===== config.mk =====
export PLATFORM = sky130hd
export DESIGN_NAME = rcs_top
export DESIGN_NICKNAME = d
export VERILOG_FILES = /design/src/rtl/rcs_top.v /design/src/rtl/rcs_sync.v
export VERILOG_INCLUDE_DIRS = /design/src /design/src/rtl
export SDC_FILE = /design/constraint.sdc
export NUM_CORES = 1
export LEC_CHECK = 0
export BUFFER_PORTS_ARGS = -buffer_cell sky130_fd_sc_hd__buf_2
export CAP_MARGIN = 20
export CORE_ASPECT_RATIO = 0.75
export CORE_MARGIN = 3
export CORE_UTILIZATION = 33
export CTS_BUF_LIST = sky130_fd_sc_hd__clkbuf_16
export CTS_CLUSTER_SIZE = 40
export DETAILED_ROUTE_END_ITERATION = 12
export PLACE_DENSITY = 0.52
export SLEW_MARGIN = 25
export SYNTH_ARGS = -nofsm -noshare
export SYNTH_HDL_FRONTEND = slang
export SYNTH_SLANG_ARGS = --single-unit

===== constraint.sdc =====
create_clock -name clk_i -period 3.17 [get_ports clk_i]
set_input_delay 0.317 -clock clk_i [delete_from_list [all_inputs] [get_ports clk_i]]
set_output_delay 0.317 -clock clk_i [all_outputs]
set_load 0.05 [all_outputs]

===== src/rtl/rcs_defines.vh =====
`ifndef RCS_DEFINES_VH
`define RCS_DEFINES_VH

// Terminal function codes
`define RCS_FN_FWD_RUN 5'h00
`define RCS_FN_REV_RUN 5'h01
`define RCS_FN_STEP_B0 5'h05
`define RCS_FN_STEP_B1 5'h06
`define RCS_FN_STEP_B2 5'h07
`define RCS_FN_W 5

// Run source settings
`define RCS_SRC_KEYPAD 3'h0
`define RCS_SRC_TERM_FR 3'h1
`define RCS_SRC_TERM_RD 3'h2
`define RCS_SRC_SERIAL 3'h3

// Frequency source settings
`define RCS_FRQ_KEYPAD 4'h0
`define RCS_FRQ_BIPOLAR 4'h2

// Direction codes (keypad direction F / r)
`define RCS_DIR_FWD 1'b0
`define RCS_DIR_REV 1'b1

// Direction inhibit settings
`define RCS_INH_NONE 2'h0
`define RCS_INH_FWD 2'h1
`define RCS_INH_REV 2'h2

// Step frequency reset values, 0.01 Hz units
`define RCS_STEP1_RST 16'h03E8
`define RCS_STEP2_RST 16'h07D0
`define RCS_STEP3_RST 16'h0BB8
`define RCS_STEP4_RST 16'h0BB8
`define RCS_STEP5_RST 16'h09C4
`define RCS_STEP6_RST 16'h07D0
`define RCS_STEP7_RST 16'h05DC

// Synchronised pin vector bit positions
`define RCS_PIN_T1 0
`define RCS_PIN_T2 1
`define RCS_PIN_T6 2
`define RCS_PIN_T7 3
`define RCS_PIN_T8 4
`define RCS_PIN_BNEG 5
`define RCS_PIN_BRUN 6
`define RCS_PIN_BSTOP 7
`define RCS_PIN_RPRES 8
`define RCS_PIN_RRUN 9
`define RCS_PIN_RSTOP 10
`define RCS_PIN_W 11

`endif


===== src/rtl/rcs_top.v =====
`include "rcs_defines.vh"

module rcs_top #(
	parameter FW = 16
) (
	input wire clk_i,
	input wire sys_rst_i,
	input wire input_terminal_1_i,
	input wire input_terminal_2_i,
	input wire step_select_bit0_i,
	input wire step_select_bit1_i,
	input wire step_select_bit2_i,
	input wire [4:0] terminal1_function_i,
	input wire [4:0] terminal2_function_i,
	input wire [4:0] terminal6_function_i,
	input wire [4:0] terminal7_function_i,
	input wire [4:0] terminal8_function_i,
	input wire [2:0] run_source_i,
	input wire [3:0] freq_mode_i,
	input wire [FW-1:0] base_freq_cmd_i,
	input wire [FW-1:0] analog_freq_ref_i,
	input wire bipolar_analog_input_neg_i,
	input wire keypad_direction_sel_i,
	input wire builtin_run_key_i,
	input wire builtin_stop_key_i,
	input wire remote_keypad_present_i,
	input wire remote_run_key_i,
	input wire remote_stop_key_i,
	input wire serial_run_cmd_i,
	input wire serial_reverse_i,
	input wire [1:0] direction_inhibit_i,
	input wire power_on_start_en_i,
	input wire fault_reset_restart_en_i,
	input wire fault_active_i,
	input wire motor_stopped_i,
	input wire step_wr_i,
	input wire [2:0] step_wr_index_i,
	input wire [FW-1:0] step_wr_data_i,
	output wire run_o,
	output wire reverse_o,
	output wire reversing_o,
	output reg [FW-1:0] freq_ref_o,
	output reg [2:0] step_index_o,
	output reg run_refused_o
);
	// One-hot run states
	localparam [2:0] ST_STOP = 3'h1;
	localparam [2:0] ST_RUN = 3'h2;
	localparam [2:0] ST_REVERSING = 3'h4;

	// True when any terminal assigned the given function is active
	function term_hit;
		input [5*`RCS_FN_W-1:0] fn;
		input [4:0] lv;
		input [`RCS_FN_W-1:0] code;
		integer k;
		begin
			term_hit = 1'b0;
			for (k = 0; k < 5; k = k + 1) begin
				if (lv[k] && fn[k*`RCS_FN_W +: `RCS_FN_W] == code) begin
					term_hit = 1'b1;
				end
			end
		end
	endfunction

	// Power-up contents of the step table
	function [FW-1:0] step_default;
		input [2:0] idx;
		begin
			case (idx)
				3'h1: step_default = `RCS_STEP1_RST;
				3'h2: step_default = `RCS_STEP2_RST;
				3'h3: step_default = `RCS_STEP3_RST;
				3'h4: step_default = `RCS_STEP4_RST;
				3'h5: step_default = `RCS_STEP5_RST;
				3'h6: step_default = `RCS_STEP6_RST;
				3'h7: step_default = `RCS_STEP7_RST;
				default: step_default = {FW{1'b0}};
			endcase
		end
	endfunction

	wire [`RCS_PIN_W-1:0] pin_raw;
	wire [`RCS_PIN_W-1:0] pin_s;
	// Pin levels one edge older than pin_s
	reg [`RCS_PIN_W-1:0] pin_q;
	reg [FW-1:0] step_tab [1:7];
	reg [2:0] state;
	reg [2:0] next_state;
	reg motor_rev;
	reg next_motor_rev;
	reg kp_run;
	reg kp_rev;
	reg term_ok;
	reg [2:0] boot;
	reg [4:0] lv;
	reg [5*`RCS_FN_W-1:0] fn;
	reg fwd_in;
	reg rev_in;
	reg [2:0] step_idx;
	reg term_src;
	reg term_run_raw;
	reg req_run;
	reg req_rev;
	reg blocked;
	reg eff_run;
	reg [FW-1:0] sel_freq;
	reg kp_run_press;
	reg kp_stop_press;
	integer i;

	assign pin_raw = {remote_stop_key_i, remote_run_key_i, remote_keypad_present_i,
		builtin_stop_key_i, builtin_run_key_i, bipolar_analog_input_neg_i,
		step_select_bit2_i, step_select_bit1_i, step_select_bit0_i,
		input_terminal_2_i, input_terminal_1_i};

	// Every pin crosses two flops first
	rcs_sync #(
		.W(`RCS_PIN_W)
	) u_sync (
		.clk_i(clk_i),
		.sys_rst_i(sys_rst_i),
		.d_i(pin_raw),
		.q_o(pin_s)
	);

	// One more stage gives the previous value for key edges
	always @(posedge clk_i) begin
		if (sys_rst_i) begin
			pin_q <= {`RCS_PIN_W{1'b0}};
		end else begin
			pin_q <= pin_s;
		end
	end

	// Built-in keys are ignored while a remote keypad is attached
	always @* begin
		if (pin_s[`RCS_PIN_RPRES]) begin
			kp_run_press = pin_s[`RCS_PIN_RRUN] & ~pin_q[`RCS_PIN_RRUN];
			kp_stop_press = pin_s[`RCS_PIN_RSTOP] & ~pin_q[`RCS_PIN_RSTOP];
		end else begin
			kp_run_press = pin_s[`RCS_PIN_BRUN] & ~pin_q[`RCS_PIN_BRUN];
			kp_stop_press = pin_s[`RCS_PIN_BSTOP] & ~pin_q[`RCS_PIN_BSTOP];
		end
	end

	// Terminal functions and step index, all from registered levels
	always @* begin
		lv = {pin_s[`RCS_PIN_T8], pin_s[`RCS_PIN_T7], pin_s[`RCS_PIN_T6],
			pin_s[`RCS_PIN_T2], pin_s[`RCS_PIN_T1]};
		fn = {terminal8_function_i, terminal7_function_i, terminal6_function_i,
			terminal2_function_i, terminal1_function_i};
		fwd_in = term_hit(fn, lv, `RCS_FN_FWD_RUN);
		rev_in = term_hit(fn, lv, `RCS_FN_REV_RUN);
		step_idx[0] = term_hit(fn, lv, `RCS_FN_STEP_B0);
		step_idx[1] = term_hit(fn, lv, `RCS_FN_STEP_B1);
		step_idx[2] = term_hit(fn, lv, `RCS_FN_STEP_B2);
	end

	// Run request from the selected source
	always @* begin
		term_src = 1'b0;
		term_run_raw = 1'b0;
		req_run = 1'b0;
		req_rev = `RCS_DIR_FWD;
		case (run_source_i)
			`RCS_SRC_KEYPAD: begin
				req_run = kp_run;
				req_rev = kp_rev;
			end
			`RCS_SRC_TERM_FR: begin
				term_src = 1'b1;
				term_run_raw = fwd_in ^ rev_in;
				req_run = term_run_raw & term_ok;
				req_rev = rev_in;
			end
			`RCS_SRC_TERM_RD: begin
				term_src = 1'b1;
				term_run_raw = fwd_in;
				req_run = term_run_raw & term_ok;
				req_rev = rev_in;
			end
			`RCS_SRC_SERIAL: begin
				req_run = serial_run_cmd_i;
				req_rev = serial_reverse_i;
			end
			default: begin
				req_run = 1'b0;
				req_rev = `RCS_DIR_FWD;
			end
		endcase
		if (freq_mode_i == `RCS_FRQ_BIPOLAR && pin_s[`RCS_PIN_BNEG]) begin
			req_rev = ~req_rev;
		end
		blocked = (direction_inhibit_i == `RCS_INH_FWD && !req_rev) ||
			(direction_inhibit_i == `RCS_INH_REV && req_rev);
		eff_run = req_run & ~blocked & ~fault_active_i;
	end

	// Keypad run latch; stop has priority over a run press in the same cycle
	always @(posedge clk_i) begin
		if (sys_rst_i) begin
			kp_run <= 1'b0;
			kp_rev <= `RCS_DIR_FWD;
		end else begin
			kp_rev <= keypad_direction_sel_i;
			if (run_source_i != `RCS_SRC_KEYPAD || fault_active_i || kp_stop_press) begin
				kp_run <= 1'b0;
			end else if (kp_run_press) begin
				kp_run <= 1'b1;
			end
		end
	end

	// A terminal run level held through power-up or a fault needs permission;
	// otherwise it must first drop before it can start the motor.
	// Sync flops are cleared by reset, so the true pin level is first seen on
	// the third edge after release; no terminal start is allowed before that.
	always @(posedge clk_i) begin
		if (sys_rst_i) begin
			boot <= 3'h7;
			term_ok <= 1'b0;
		end else begin
			boot <= {1'b0, boot[2:1]};
			if (boot == 3'h1) begin
				term_ok <= power_on_start_en_i | ~term_run_raw;
			end else if (boot != 3'h0) begin
				term_ok <= 1'b0;
			end else if (fault_active_i) begin
				term_ok <= fault_reset_restart_en_i | ~term_run_raw;
			end else if (!term_run_raw) begin
				term_ok <= 1'b1;
			end
		end
	end

	// Step frequency table; index 0 is never written, step 0 follows the mode
	always @(posedge clk_i) begin
		if (sys_rst_i) begin
			for (i = 1; i < 8; i = i + 1) begin
				step_tab[i] <= step_default(i[2:0]);
			end
		end else if (step_wr_i && step_wr_index_i != 3'h0) begin
			step_tab[step_wr_index_i] <= step_wr_data_i;
		end
	end

	// Step 0 follows the frequency mode; other steps read the table
	always @* begin
		if (step_idx == 3'h0) begin
			if (freq_mode_i == `RCS_FRQ_KEYPAD) begin
				sel_freq = base_freq_cmd_i;
			end else begin
				sel_freq = analog_freq_ref_i;
			end
		end else begin
			sel_freq = step_tab[step_idx];
		end
	end

	// Direction changes while running go through zero speed
	always @* begin
		next_state = state;
		next_motor_rev = motor_rev;
		case (state)
			ST_STOP: begin
				if (eff_run) begin
					next_state = ST_RUN;
					next_motor_rev = req_rev;
				end
			end
			ST_RUN: begin
				if (!eff_run) begin
					next_state = ST_STOP;
				end else if (req_rev != motor_rev) begin
					next_state = ST_REVERSING;
				end
			end
			ST_REVERSING: begin
				if (!eff_run) begin
					next_state = ST_STOP;
				end else if (motor_stopped_i) begin
					next_state = ST_RUN;
					next_motor_rev = req_rev;
				end
			end
			default: begin
				next_state = ST_STOP;
			end
		endcase
	end

	// Frequency is given only while running in a settled direction
	always @(posedge clk_i) begin
		if (sys_rst_i) begin
			state <= ST_STOP;
			motor_rev <= `RCS_DIR_FWD;
			freq_ref_o <= {FW{1'b0}};
			step_index_o <= 3'h0;
			run_refused_o <= 1'b0;
		end else begin
			state <= next_state;
			motor_rev <= next_motor_rev;
			run_refused_o <= req_run & blocked;
			step_index_o <= step_idx;
			if (next_state == ST_RUN) begin
				freq_ref_o <= sel_freq;
			end else begin
				freq_ref_o <= {FW{1'b0}};
			end
		end
	end

	// Run and direction outputs come straight from state flops
	assign run_o = (state != ST_STOP);
	assign reverse_o = motor_rev;
	assign reversing_o = (state == ST_REVERSING);
endmodule // rcs_top


===== src/rtl/rcs_sync.v =====
module rcs_sync #(
	parameter W = 1
) (
	input wire clk_i,
	input wire sys_rst_i,
	input wire [W-1:0] d_i,
	output reg [W-1:0] q_o
);
	reg [W-1:0] meta;

	// First stage feeds only the second stage
	always @(posedge clk_i) begin
		if (sys_rst_i) begin
			meta <= {W{1'b0}};
			q_o <= {W{1'b0}};
		end else begin
			meta <= d_i;
			q_o <= meta;
		end
	end
endmodule // rcs_sync


Word level (Yosys, flattened, before mapping)
Memory sizes are Yosys's and may differ from the RTL's.
Index checks and enable logic that the tools add are counted.
{"block": "totals", "register_bits": 63, "ramBits": 112, "in_bits": 106, "out_inout_bits": 23, "word_cells": 183, "memories": 1}
{"block": "classes", "n_eq_ne": 37, "n_mux": 61, "bitwise_logic": 21, "n_reduce_logical": 50}
{"memory": "step_tab", "words": 7, "width": 16, "rd": 1, "rd_ports_with_merged_regs": 0, "write_ports": 7, "line": "rcs_top.v:88", "source": "reg [FW-1:0] step_tab [1:7];"}
{"op": "$mux 16", "count": 8}
{"op": "$eq 5x3->1 const B", "count": 15}
{"op": "$mux 1", "count": 41}
{"op": "$logic_and 1x1->1", "count": 29}
{"op": "$eq 5x1->1 const B", "count": 5}
{"op": "$logic_not 5->1", "count": 5}
{"op": "$mux 3", "count": 7}
{"op": "$reduce_or 16->1", "count": 1}
{"op": "$eq 3x2->1 const B", "count": 4}
{"op": "$and 1x1->1", "count": 9}
{"op": "$eq 3x1->1 const B", "count": 3}
{"op": "$not 1->1", "count": 9}
{"op": "$pmux 3 s3", "count": 1}
{"op": "$reduce_bool 3->1", "count": 3}
{"op": "$logic_not 3->1", "count": 2}
{"op": "$reduce_or 2->1", "count": 3}
{"op": "$eq 4x2->1 const B", "count": 1}
{"op": "$logic_not 4->1", "count": 1}
{"op": "$ne 2x2->1 const B", "count": 2}
{"op": "$ne 4x2->1 const B", "count": 1}
{"op": "$pmux 1 s2", "count": 2}
{"op": "$pmux 1 s4", "count": 1}
{"op": "$reduce_and 4->1", "count": 1}
{"op": "$eq 3x3->1 const B", "count": 1}
{"op": "11 further kinds", "count": 14}

Depth between registers and ports, before layout
Gate-level depths: netlist (run 1).
{"block": "depth", "ltp_word": 21, "ltp_mapped": 11, "ltp_nobuf": 8}

Hierarchy
Synthesis (run 1) repeated with hierarchy kept, for this count alone.
{"block": "hier_totals", "cells_unflattened": 648, "hier_area_um2": 7668.6}
{"module": "rcs_top", "instances": 1, "cells_per_inst": 602, "area_per_inst_um2": 7028.0, "seq_area_each_um2": 4043.9}
{"module": "rcs_sync", "instances": 1, "cells_per_inst": 46, "area_per_inst_um2": 640.6, "seq_area_each_um2": 440.4}

Worst setup path after synthesis (run 1)
OpenSTA, ideal clock, no wires.
{"block": "synth_path", "path_type": "register to register", "start": "reg state[2]", "end": "reg freq_ref_o[10]", "setup_ns": 0.059, "arrival_ns": 2.469, "t_required_ns": 3.111, "path_slack_ns": 0.642, "stages_incl_launch_ff": 8, "path_buffers": 2, "period_less_slack_ns": 2.528, "cell_sequence": "dfxtp_1 > nor3b_1 > nor2_1 > nor3_1 > and4_1 > buf_4 > buf_6 > and2_1"}
{"block": "synth_between", "word_cells_on_any_way": 12, "cone_classes": "4 x eq/ne; 6 x mux; 1 x bitwise; 1 x reduce/logical"}
{"item": "from (decl)", "line": "rcs_top.v:89", "source": "reg [2:0] state;"}
{"item": "from (signal assigned)", "line": "rcs_top.v:303", "source": "state <= next_state;"}
{"item": "$eq 3x3->1"}
{"item": "via reversing_o", "line": "rcs_top.v:41", "source": "output wire reversing_o,"}
{"item": "$pmux 3 s3", "line": "rcs_top.v:266", "source": "case (state)"}
{"item": "$eq 3x2->1", "line": "rcs_top.v:307", "source": "if (next_state == ST_RUN) begin"}
{"item": "$not 1->1 (no line)"}
{"item": "$reduce_or 2->1 (no line)"}
{"item": "to (signal assigned)", "line": "rcs_top.v:299", "source": "freq_ref_o <= {FW{1'b0}};"}
{"item": "to (signal assigned)", "line": "rcs_top.v:308", "source": "freq_ref_o <= sel_freq;"}
{"item": "to (signal assigned)", "line": "rcs_top.v:310", "source": "freq_ref_o <= {FW{1'b0}};"}
{"item": "to (decl)", "line": "rcs_top.v:42", "source": "output reg [FW-1:0] freq_ref_o,"}
The timed path passes the listed nets, and every way through them passes these cells.
A chain may end at the register's enable or synchronous reset.

Final worst setup path (run 1)
{"block": "layout_path", "start": "reg u_sync.q_o[0]", "end": "reg freq_ref_o[11]"}
{"block": "layout_between", "elab_chain_cells": 20, "word_cells_on_any_way": 56, "cone_classes": "2 x eq/ne; 34 x mux; 8 x bitwise; 11 x reduce/logical; 1 x memory"}
{"item": "from (decl)", "line": "rcs_sync.v:7", "source": "output reg [W-1:0] q_o"}
{"item": "from (signal assigned)", "line": "rcs_sync.v:15", "source": "q_o <= {W{1'b0}};"}
{"item": "from (signal assigned)", "line": "rcs_sync.v:18", "source": "q_o <= meta;"}
{"item": "$logic_and 1x1->1", "line": "rcs_top.v:60", "source": "if (lv[k] && fn[k*`RCS_FN_W +: `RCS_FN_W] == code) begin"}
{"item": "$mux 1 (5 in a row)", "line": "rcs_top.v:60"}
{"item": "$pmux 1 s3", "line": "rcs_top.v:167", "source": "case (run_source_i)"}
{"item": "$not 1->1", "line": "rcs_top.v:194", "source": "req_rev = ~req_rev;"}
{"item": "$mux 1", "line": "rcs_top.v:193", "source": "if (freq_mode_i == `RCS_FRQ_BIPOLAR && pin_s[`RCS_PIN_BNEG]) begin"}
{"item": "$logic_not 1->1", "line": "rcs_top.v:196", "source": "blocked = (direction_inhibit_i == `RCS_INH_FWD && !req_rev) ||"}
{"item": "$logic_and 1x1->1", "line": "rcs_top.v:196"}
{"item": "$logic_or 1x1->1", "line": "rcs_top.v:196"}
{"item": "$not 1->1", "line": "rcs_top.v:198", "source": "eff_run = req_run & ~blocked & ~fault_active_i;"}
{"item": "$and 1x1->1 (2 in a row)", "line": "rcs_top.v:198"}
{"item": "$mux 3, on equally long branches", "line": "rcs_top.v:281, rcs_top.v:268, rcs_top.v:274"}
{"item": "$pmux 3 s3", "line": "rcs_top.v:266"}
{"item": "$eq 3x2->1", "line": "rcs_top.v:307"}
{"item": "$not 1->1 (no line)"}
{"item": "$reduce_or 2->1 (no line)"}
Parallel ways exist; a longest one is shown, timed or not.

==> flow_metrics.env, run 1 <==
export IMPL_status="finished clean"
export IMPL_root_buffer="clkbuf_16"
export IMPL_cp_data_arrival_time_ps=3060
export IMPL_drive_gt1_share_pct=29.1
export IMPL_syn_avg_cell_area_um2=11.6
export IMPL_yosys_most_used_dff="edfxtp_1"
export IMPL_ios=129
export IMPL_cts_sinks=168
export IMPL_via_count=5591
export IMPL_synth_area_leader_cell="edfxtp_1"
export IMPL_fin_tns_setup_ps=0
export IMPL_route_detailed_drc=0
export IMPL_p_sw_uw=1230
export IMPL_r2r_start="u_sync.q_o[0]$_SDFF_PP0_"
export IMPL_netlist_area_um2=7730
export IMPL_dp_hpwl_um=13900
export IMPL_pwr_share_seq_pct=50.6
export IMPL_grt_use_met2_pct=25.6
export IMPL_slew_headroom_pct=56.2
export IMPL_timing_fmax_ghz=0.370
export IMPL_yosysSeqAreaShare_pct=58.0
export IMPL_dieArea_um2=25300
export IMPL_antenna_diode_count=0
export IMPL_grt_pass1_vias=5636
export IMPL_critical_path_peak_fanout=17
export IMPL_critical_path_depth=9
export IMPL_dr_pass1_iters=5
export IMPL_r2r_end="freq_ref_o[11]$_SDFF_PP0_"
export IMPL_clk_pin_slew_ps=70
export IMPL_cp_endpoint="freq_ref_o[11]$_SDFF_PP0_"
export IMPL_worst_setup_path_start_kind="register"
export IMPL_cts_max_level=4
export IMPL_hold_viol=0
export IMPL_grt_max_degree=49
export IMPL_initial_core_util_pct=34.3
export IMPL_clk_latency_ps=430
export IMPL_chipWidth_um=183
export IMPL_final_area_um2=9390
export IMPL_antenna_found_initial=1
export IMPL_worst_path_buf_inv=1
export IMPL_cts_buffers_inserted=17
export IMPL_grt_use_met1_pct=23.8
export IMPL_final_cell_count_no_fill=1105
export IMPL_syn_nets=774
export IMPL_postCtsSetupRepairBufs=0
export IMPL_wl_um=21000
export IMPL_cts_hold_buf=0
export IMPL_antenna_left=0
export IMPL_ir_worst_vdd_mv=0.385
export IMPL_die_h_um=139
export IMPL_drtIter0Drc=414
export IMPL_wl_per_cell_um=19.0
export IMPL_setup_violations_final=0
export IMPL_ys_seq_elements=168
export IMPL_p_leak_uw=0.00351
export IMPL_post_route_period_util_pct=85.2
export IMPL_synthTopCellsByArea="edfxtp_1 (44%), dfxtp_1 (15%), and2_1 (6.7%), mux2_2 (4.8%), mux2i_1 (4.8%)"
export IMPL_grt_use_met3_pct=3.34
export IMPL_period_minus_slack_ps=2700
export IMPL_cp_end_kind="register"
export IMPL_port_buffers=128
export IMPL_synth_distinct_cells=50
export IMPL_grt_util_all_layers_pct=16.6
export IMPL_ys_warn_count=0
export IMPL_powerDensity_nw_per_um2=520
export IMPL_max_stage_delay_ps=410
export IMPL_reg2reg_slack_ps=470
export IMPL_drv_slew=0
export IMPL_core_area_um2=22500
export IMPL_gp_congestion=0.844
export IMPL_synth_top_area_share_pct=43.5
export IMPL_cts_buffer_depth=2
export IMPL_ctsResizeCount=0
export IMPL_synthCells=668
export IMPL_cts_tree="yes"
export IMPL_synth_edff_count=112
export IMPL_path_cells="nor4bb_1, a22oi_1, nand3_1, mux2_2, or2_4, a21oi_1, and4_1, buf_4, nor2b_1"
export IMPL_gr_max_usage_layer="met2"
export IMPL_cap_violations=0
export IMPL_nets=904
export IMPL_hold_class="in2reg"
export IMPL_crit_type="reg2reg"
export IMPL_rows=47
export IMPL_rr_worst_depth=9
export IMPL_worst_clock_skew_ps=8.37
export IMPL_synthToLayoutAreaGrowth_pct=21.6
export IMPL_slowest_stage="nor4bb_1"
export IMPL_crit_path_start="u_sync.q_o[0]$_SDFF_PP0_"
export IMPL_whs_ps=102
export IMPL_clock_power_share_pct=41.7
export IMPL_grt_pass1_wl_um=32200
export IMPL_place_inst=1073
export IMPL_overflow=0
export IMPL_dpl_cell_area_um2=8820
export IMPL_avgViaCountPerCell=5.06
export IMPL_p_sw_share_pct=25.2
export IMPL_synthArstFlopShare_pct=0
export IMPL_worstPathRequired_ps=3520
export IMPL_worstMarginPinSlew_ps=657
export IMPL_utilization_pct=41.7
export IMPL_crit_family="simple AND/OR/NAND/NOR gates"
export IMPL_rsz0062_at_grt="no"
export IMPL_comb_power_share_pct=7.7
export IMPL_intPower_uw=3660
-- Yosys cell counts, drive strengths merged, types with 2 or more instances --
library cell,count
buf,8
o211ai,28
nand2,38
mux2i,37
xnor2,2
a21oi,8
nand3,10
dfxtp,56
nor2b,37
or2,11
o2111ai,3
nand3b,2
nand4b,4
nor4bb,5
nor3,6
o21ai,33
nor4b,3
clkbuf,31
or3b,3
and3,2
edfxtp,112
a211oi,3
nand4,4
and2,83
inv,4
nor2,31
a22oi,4
mux2,33
a31oi,5
nand2b,8
nor3b,3
or3,39
-- layout by cell type, fill, tap and decap left out, types with 6 or more instances in the layout --
| cell | synthesis | layout |
|---|---|---|
| nand2_1 | 38 | 38 |
| a21oi_1 | 8 | 8 |
| buf_2 | 5 | 128 |
| and2_1 | 83 | 83 |
| nor3_1 | 6 | 6 |
| nand2b_1 | 8 | 8 |
| dfxtp_1 | 56 | 56 |
| clkbuf_16 | 0 | 17 |
| or3_1 | 38 | 38 |
| nor2b_1 | 37 | 37 |
| nor2_1 | 31 | 29 |
| buf_4 | 1 | 18 |
| o21ai_0 | 33 | 33 |
| edfxtp_1 | 112 | 112 |
| or2_2 | 9 | 9 |
| o211ai_1 | 28 | 28 |
| nand3_1 | 10 | 9 |
| mux2_2 | 33 | 33 |
| mux2i_1 | 37 | 37 |
-- final cells by class --
| class | count | area (µm²) |
|---|---|---|
| Sequential cell | 168 | 4480 |
| Inverter | 4 | 15.0 |
| Multi-Input combinational cell | 457 | 3090 |
| Tap cell | 294 | 368 |
| Fill cell | 2151 | 13100 |
| Timing Repair Buffer | 150 | 856 |
| Clock buffer | 17 | 425 |
| Clock inverter | 15 | 150 |
-- power groups by stage --
stage                     Combinational (µW)  Sequential, µW  Clock (µW)
after floorplan                          199            2510           0
after global placement                   373            2520           0
after detailed placement                 380            2520           0
after CTS                                382            2470        2070
after global routing                     420            2480        2160
final                                    378            2470        2040
-- metrics by stage --
| stage | total power (µW) | setup slack, ps |
|---|---|---|
| 2_1_floorplan | 2710 | 642 |
| 3_3_place_gp | 2890 | 467 |
| 3_5_place_dp | 2900 | 371 |
| 4_1_cts | 4930 | 475 |
| 5_1_grt | 5060 | 266 |
| 6_report | 4890 | 468 |
-- metal layers --
metal	vias to the layer above	wire [µm]	share of wire, %
met4	2	190	0.91
li1	2697	-	-
met2	132	9810	47
met1	2746	9850	47
met5	-	9	0.043
met3	14	1100	5.2
-- sequential cells by signal, indices dropped and copies added, names as in the netlist --
| name | flops |
|---|---|
| reverse_o | 1 |
| run_refused_o | 1 |
| step_tab | 112 |
| u_sync.meta | 11 |
| state | 3 |
| pin_q | 4 |
| step_index_o | 3 |
| kp_run | 1 |
| u_sync.q_o | 11 |
| kp_rev | 1 |
| freq_ref_o | 16 |
| boot | 3 |
| term_ok | 1 |
-- logic make-up after synthesis --
logic type / share of synthesized area, %
mux: 9.60
xor+xnor: 0.227
simple gates: 22.1
buf+inv: 2.32
compound gates: 7.69
flops: 58.0
-- worst min path at each step --
stage                       startpoint                   endpoint  slack, ps  cells after the start
floorplan                    sys_rst_i            boot[2]$_DFF_P_        340                      0
global placement       boot[2]$_DFF_P_       term_ok$_SDFFE_PP0P_        390                      1
detailed placement     boot[2]$_DFF_P_       term_ok$_SDFFE_PP0P_        400                      1
CTS                 builtin_stop_key_i  u_sync.meta[7]$_SDFF_PP0_         80                      2
global route        builtin_stop_key_i  u_sync.meta[7]$_SDFF_PP0_        100                      2
finish              builtin_stop_key_i  u_sync.meta[7]$_SDFF_PP0_        100                      2
Power figures use the tool's default switching activity.
==> run 2, diff against run 1 <==
--- a/config.mk
+++ b/config.mk
@@ -8,12 +8,13 @@
 export LEC_CHECK = 0
 export BUFFER_PORTS_ARGS = -buffer_cell sky130_fd_sc_hd__buf_2
 export CAP_MARGIN = 20
-export CORE_ASPECT_RATIO = 0.75
+export CORE_ASPECT_RATIO = 1.2
 export CORE_MARGIN = 3
 export CORE_UTILIZATION = 33
 export CTS_BUF_LIST = sky130_fd_sc_hd__clkbuf_16
 export CTS_CLUSTER_SIZE = 40
 export DETAILED_ROUTE_END_ITERATION = 12
+export MAX_ROUTING_LAYER = met4
 export PLACE_DENSITY = 0.52
 export SLEW_MARGIN = 25
 export SYNTH_ARGS = -nofsm -noshare
==> run 2 against run 1 <==
  * Clock power shrank 3%
  * Sequential share of layout area grew 0.28 points
  * Cell count grew 0.81%
  * Via count shrank 2.8%
  * Global-route usage shrank 0.53 points
  * Clock skew grew 2.5 ps
  * Setup slack lost 130 ps
  * Hold slack gained 3.5 ps
  * Flip-flop and latch count is the same
  * Count of clock-buffer cells in the layout grew 2
  * Die area is essentially flat
==> flow_metrics.env, run 2 (synthesis gave the netlist of run 1 again) <==
export IMPL_drive_gt1_share_pct=28.2
export IMPL_wl_um=19500
export IMPL_final_common_cell="buf_2"
export IMPL_grt_util_all_layers_pct=16.1
export IMPL_ctsResizeCount=0
export IMPL_hold_viol=0
export IMPL_clk_pin_slew_ps=60
export IMPL_top_register="step_tab"
export IMPL_clk_latency_ps=430
export IMPL_grt_pass1_vias=5676
export IMPL_reg_largest_list="step_tab: 112 flops, freq_ref_o: 16 flops"
export IMPL_antenna_found_initial=0
export IMPL_overflow=0
export IMPL_cts_sinks=168
export IMPL_initial_core_util_pct=34.0
export IMPL_drv_slew=0
export IMPL_synthToLayoutAreaGrowth_pct=20.9
export IMPL_critical_path_peak_fanout=17
export IMPL_route_detailed_drc=0
export IMPL_r2r_start="u_sync.q_o[2]$_SDFF_PP0_"
export IMPL_ios=129
export IMPL_p_leak_uw=0.00347
export IMPL_cp_data_arrival_time_ps=3190
export IMPL_gp_congestion=0.874
export IMPL_postCtsSetupRepairBufs=0
export IMPL_final_cell_mix="buf_2 (128), edfxtp_1 (112), and2_1 (83)"
export IMPL_ir_worst_vdd_mv=0.274
export IMPL_wl_per_cell_um=17.5
export IMPL_max_stage_delay_ps=540
export IMPL_worstPathRequired_ps=3530
export IMPL_cts_buffers_inserted=17
export IMPL_slew_headroom_pct=63.7
export IMPL_cp_end_kind="register"
export IMPL_crit_type="reg2reg"
export IMPL_path_cells="nor4b_1, nand3b_1, nand3_1, mux2_2, or2_4, a211oi_2, and4_1, and3b_1"
export IMPL_worst_setup_path_start_kind="register"
export IMPL_nets=897
export IMPL_rows=60
export IMPL_period_minus_slack_ps=2830
export IMPL_slowest_stage="and4_1"
export IMPL_avgViaCountPerCell=4.88
export IMPL_cts_hold_buf=0
export IMPL_worst_clock_skew_ps=10.8
export IMPL_largest_reg_flops=112
export IMPL_drtIter0Drc=360
export IMPL_grt_pass1_wl_um=31300
export IMPL_worst_path_buf_inv=0
export IMPL_min_from="remote_stop_key_i"
export IMPL_final_area_um2=9340
export IMPL_worstMarginPinSlew_ps=537
export IMPL_hold_class="in2reg"
export IMPL_die_h_um=174
export IMPL_cap_violations=0
export IMPL_crit_path_start="u_sync.q_o[2]$_SDFF_PP0_"
export IMPL_dr_pass1_iters=4
export IMPL_dpl_cell_area_um2=8770
export IMPL_post_route_period_util_pct=89.4
export IMPL_root_buffer="clkbuf_16"
export IMPL_via_count=5434
export IMPL_crit_family="simple AND/OR/NAND/NOR gates"
export IMPL_status="finished clean"
export IMPL_powerDensity_nw_per_um2=515
export IMPL_rsz0062_at_grt="no"
export IMPL_cts_buffer_depth=2
export IMPL_port_buffers=128
export IMPL_core_area_um2=22700
export IMPL_dp_hpwl_um=13800
export IMPL_chipWidth_um=146
export IMPL_fin_tns_setup_ps=0
export IMPL_antenna_diode_count=0
export IMPL_antenna_left=0
export IMPL_cts_tree="yes"
export IMPL_grt_max_degree=64
export IMPL_timing_fmax_ghz=0.353
export IMPL_cts_max_level=4
export IMPL_dieArea_um2=25300
export IMPL_setup_violations_final=0
[run 2: cell types whose count changed in the layout (fill, tap and decap cells not counted), moves of 2 or more]
cell,previous run,this run
inv_6,5,2
clkbuf_16,17,19
buf_4,18,12
inv_4,0,2
inv_8,5,1
[run 2: path summary, 6_finish.rpt]
path	end	slack, ps	cells after the start
max reg2reg	freq_ref_o[1]$_SDFF_PP0_	340	8
min reg2reg	boot[0]$_SDFF_PP1_	430	1
max	freq_ref_o[1]$_SDFF_PP0_	340	8
min	u_sync.meta[10]$_SDFF_PP0_	110	2
[run 2: through the flow]
stage | utilization [%] | std cells | total power (µW) | hold slack (ps) | setup slack (ps)
final | 41.1 | 1114 | 4810 | 105 | 337
after global routing | 41.1 | 1114 | 5010 | 84.8 | 33.2
after CTS | 41.1 | 1114 | 4860 | 86.5 | 349
after detailed placement | 38.6 | 1082 | 2900 | 419 | 226
after global placement | 38.6 | 1082 | 2880 | 399 | 318
after floorplan | - | 668 | 2710 | 345 | 642
[run 2: area by class of cell]
cell class / instances / area (µm²)
Tap cell: 310 / 388
Fill cell: 2173 / 13400
Sequential cell: 168 / 4480
Inverter: 4 / 15.0
Clock buffer: 19 / 475
Clock inverter: 13 / 91.3
Multi-Input combinational cell: 457 / 3090
Timing Repair Buffer: 143 / 791
[run 2: power breakdown]
| part | total (µW) | internal [µW] | switching [µW] |
|---|---|---|---|
| Combinational | 371 | 155 | 216 |
| Clock | 1970 | 1100 | 866 |
| Sequential | 2470 | 2440 | 29.0 |
| Total | 4810 | 3700 | 1110 |
[run 2: routing by layer]
metal	wire length [µm]	track usage (%)	vias up
met5	0	-	-
met4	242	4.47	0
met3	934	3.77	16
met2	9020	25.1	156
met1	9290	21.1	2594
li1	-	-	2668
[run 2: worst register-to-register path, cell delays in order, from the launching register on]
cell	delay, ps
dfxtp_1	330
nor4b_1	460
nand3b_1	180
nand3_1	160
mux2_2	390
or2_4	270
a211oi_2	210
and4_1	540
and3b_1	240
==> run 3, diff against run 2 <==
--- a/config.mk
+++ b/config.mk
@@ -11,11 +11,11 @@
 export CORE_ASPECT_RATIO = 1.2
 export CORE_MARGIN = 3
 export CORE_UTILIZATION = 33
-export CTS_BUF_LIST = sky130_fd_sc_hd__clkbuf_16
+export CTS_BUF_LIST = sky130_fd_sc_hd__clkbuf_8
 export CTS_CLUSTER_SIZE = 40
 export DETAILED_ROUTE_END_ITERATION = 12
 export MAX_ROUTING_LAYER = met4
-export PLACE_DENSITY = 0.52
+export PLACE_DENSITY = 0.58
 export SLEW_MARGIN = 25
 export SYNTH_ARGS = -nofsm -noshare
 export SYNTH_HDL_FRONTEND = slang
==> run 3 against run 2 <==
  * Setup slack better by 210 ps
  * Cell count up 0.18%
  * Combinational power down 2%
==> flow_metrics.env, run 3 (synthesis gave the netlist of run 1 again) <==
export IMPL_crit_type="reg2reg"
export IMPL_synthToLayoutAreaGrowth_pct=19.1
export IMPL_antenna_found_initial=0
export IMPL_seq_area_um2=4480
export IMPL_pre_cts_ws_ps=426
export IMPL_powerDensity_nw_per_um2=481
export IMPL_grt_pass1_vias=5413
export IMPL_initial_core_util_pct=34.0
export IMPL_gp_congestion=0.841
export IMPL_drive_gt1_share_pct=28.4
export IMPL_cts_max_level=4
export IMPL_route_detailed_drc=0
export IMPL_worst_setup_path_start_kind="register"
export IMPL_hold_class="in2reg"
export IMPL_multiInputGateArea_um2=3090
export IMPL_grt_max_degree=48
export IMPL_path_cells="nor4b_1, nand3b_1, nand3_1, mux2_2, or2_4, a211oi_2, and4_1, buf_4, and3b_1"
export IMPL_grt_util_all_layers_pct=15.7
export IMPL_cts_tree="yes"
export IMPL_timing_final_ws_setup_ps=543
export IMPL_ctsResizeCount=0
export IMPL_fillers=2207
export IMPL_grt_pass1_wl_um=30200
export IMPL_wl_um=18900
export IMPL_cts_buffer_depth=2
export IMPL_ir_worst_vdd_mv=0.263
export IMPL_root_buffer="clkbuf_8"
export IMPL_rows=60
export IMPL_clk_pin_slew_ps=90
export IMPL_worst_path_buf_inv=1
export IMPL_dp_hpwl_um=13300
export IMPL_critical_path_peak_fanout=17
export IMPL_worstPathRequired_ps=3560
export IMPL_cp_end_kind="register"
export IMPL_ios=129
export IMPL_timing_fmax_ghz=0.381
export IMPL_largest_reg_flops=112
export IMPL_port_buffers=128
export IMPL_period_minus_slack_ps=2630
export IMPL_final_common_cell="buf_2"
export IMPL_reg_largest_list="step_tab: 112 flops, freq_ref_o: 16 flops"
export IMPL_worst_clock_skew_ps=13.7
export IMPL_setup_violations_final=0
export IMPL_drtIter0Drc=326
export IMPL_fin_tns_setup_ps=0
export IMPL_p_leak_uw=0.00342
export IMPL_wl_per_cell_um=16.9
export IMPL_cts_hold_buf=0
export IMPL_slowest_stage="nor4b_1"
export IMPL_drv_slew=0
export IMPL_chipWidth_um=146
export IMPL_final_cell_mix="buf_2 (128), edfxtp_1 (112), and2_1 (83)"
export IMPL_slew_headroom_pct=58.5
export IMPL_status="finished clean"
export IMPL_avgViaCountPerCell=4.76
export IMPL_cts_buffers_inserted=17
export IMPL_antenna_diode_count=0
export IMPL_crit_family="simple AND/OR/NAND/NOR gates"
export IMPL_antenna_left=0
export IMPL_dieArea_um2=25300
export IMPL_hold_viol=0
export IMPL_core_area_um2=22700
export IMPL_post_route_period_util_pct=82.9
export IMPL_cp_data_arrival_time_ps=3020
export IMPL_max_stage_delay_ps=440
export IMPL_nets=899
export IMPL_die_h_um=174
export IMPL_cap_violations=0
export IMPL_dr_pass1_iters=5
export IMPL_via_count=5316
export IMPL_cts_sinks=168
export IMPL_worstMarginPinSlew_ps=623
export IMPL_top_register="step_tab"
export IMPL_clk_latency_ps=460
export IMPL_overflow=0
export IMPL_postCtsSetupRepairBufs=0
export IMPL_rsz0062_at_grt="no"
[run 3: cell types whose count changed in the layout (fill, tap and decap cells not counted), sizes merged]
| cell | delta |
|---|---|
| buf | +2 |
| bufinv | +3 |
| clkinv | +1 |
| clkinvlp | -1 |
| inv | -3 |
[run 3: per-layer routing]
layer	vias to the layer above	GRT usage, %	wire (µm)
met2	126	24.0	8630
met3	20	3.87	900
met1	2497	20.7	9100
li1	2673	-	-
met4	0	4.67	234
met5	-	-	0
[run 3: final cells by class]
cell class	instances	share of cell area (%)
Timing Repair Buffer	145	8.76
Inverter	4	0.163
Sequential cell	168	48.7
Multi-Input combinational cell	457	33.6
Clock buffer	19	2.84
Clock inverter	13	1.67
Tap cell	310	4.22
[run 3: worst reg2reg max path: stages (launching register included)]
cell	delay, ps
dfxtp_1	350
nor4b_1	440
nand3b_1	180
nand3_1	150
mux2_2	390
or2_4	270
a211oi_2	210
and4_1	220
buf_4	200
and3b_1	170
[run 3: stage by stage]
| stage | utilization [%] | instances | hold slack, ps | cell area [µm²] | power (µW) |
|---|---|---|---|---|---|
| floorplan | - | 668 | 345 | 7730 | 2710 |
| global placement | 38.6 | 1084 | 402 | 8790 | 2880 |
| finish | 40.5 | 1116 | 66.8 | 9200 | 4430 |
| detailed placement | 38.6 | 1084 | 404 | 8790 | 2890 |
| CTS | 40.5 | 1116 | 31.1 | 9200 | 4470 |
| global route | 40.5 | 1116 | 44.4 | 9200 | 4620 |
[run 3: where the power goes]
group | internal, µW | switching [µW] | leakage, µW
Sequential | 2440 | 27.3 | 0.00155
Combinational | 155 | 209 | 0.00165
Clock | 818 | 780 | 0.000223
[run 3: final timing paths]
check | start | to | slack [ps] | cells after the start
worst max register to register | u_sync.q_o[2]$_SDFF_PP0_ | freq_ref_o[1]$_SDFF_PP0_ | 540 | 9
worst min register to register | boot[2]$_DFF_P_ | term_ok$_SDFFE_PP0P_ | 420 | 1
worst max-delay path | u_sync.q_o[2]$_SDFF_PP0_ | freq_ref_o[1]$_SDFF_PP0_ | 540 | 9
worst min-delay path | input_terminal_2_i | u_sync.meta[1]$_SDFF_PP0_ | 70 | 2
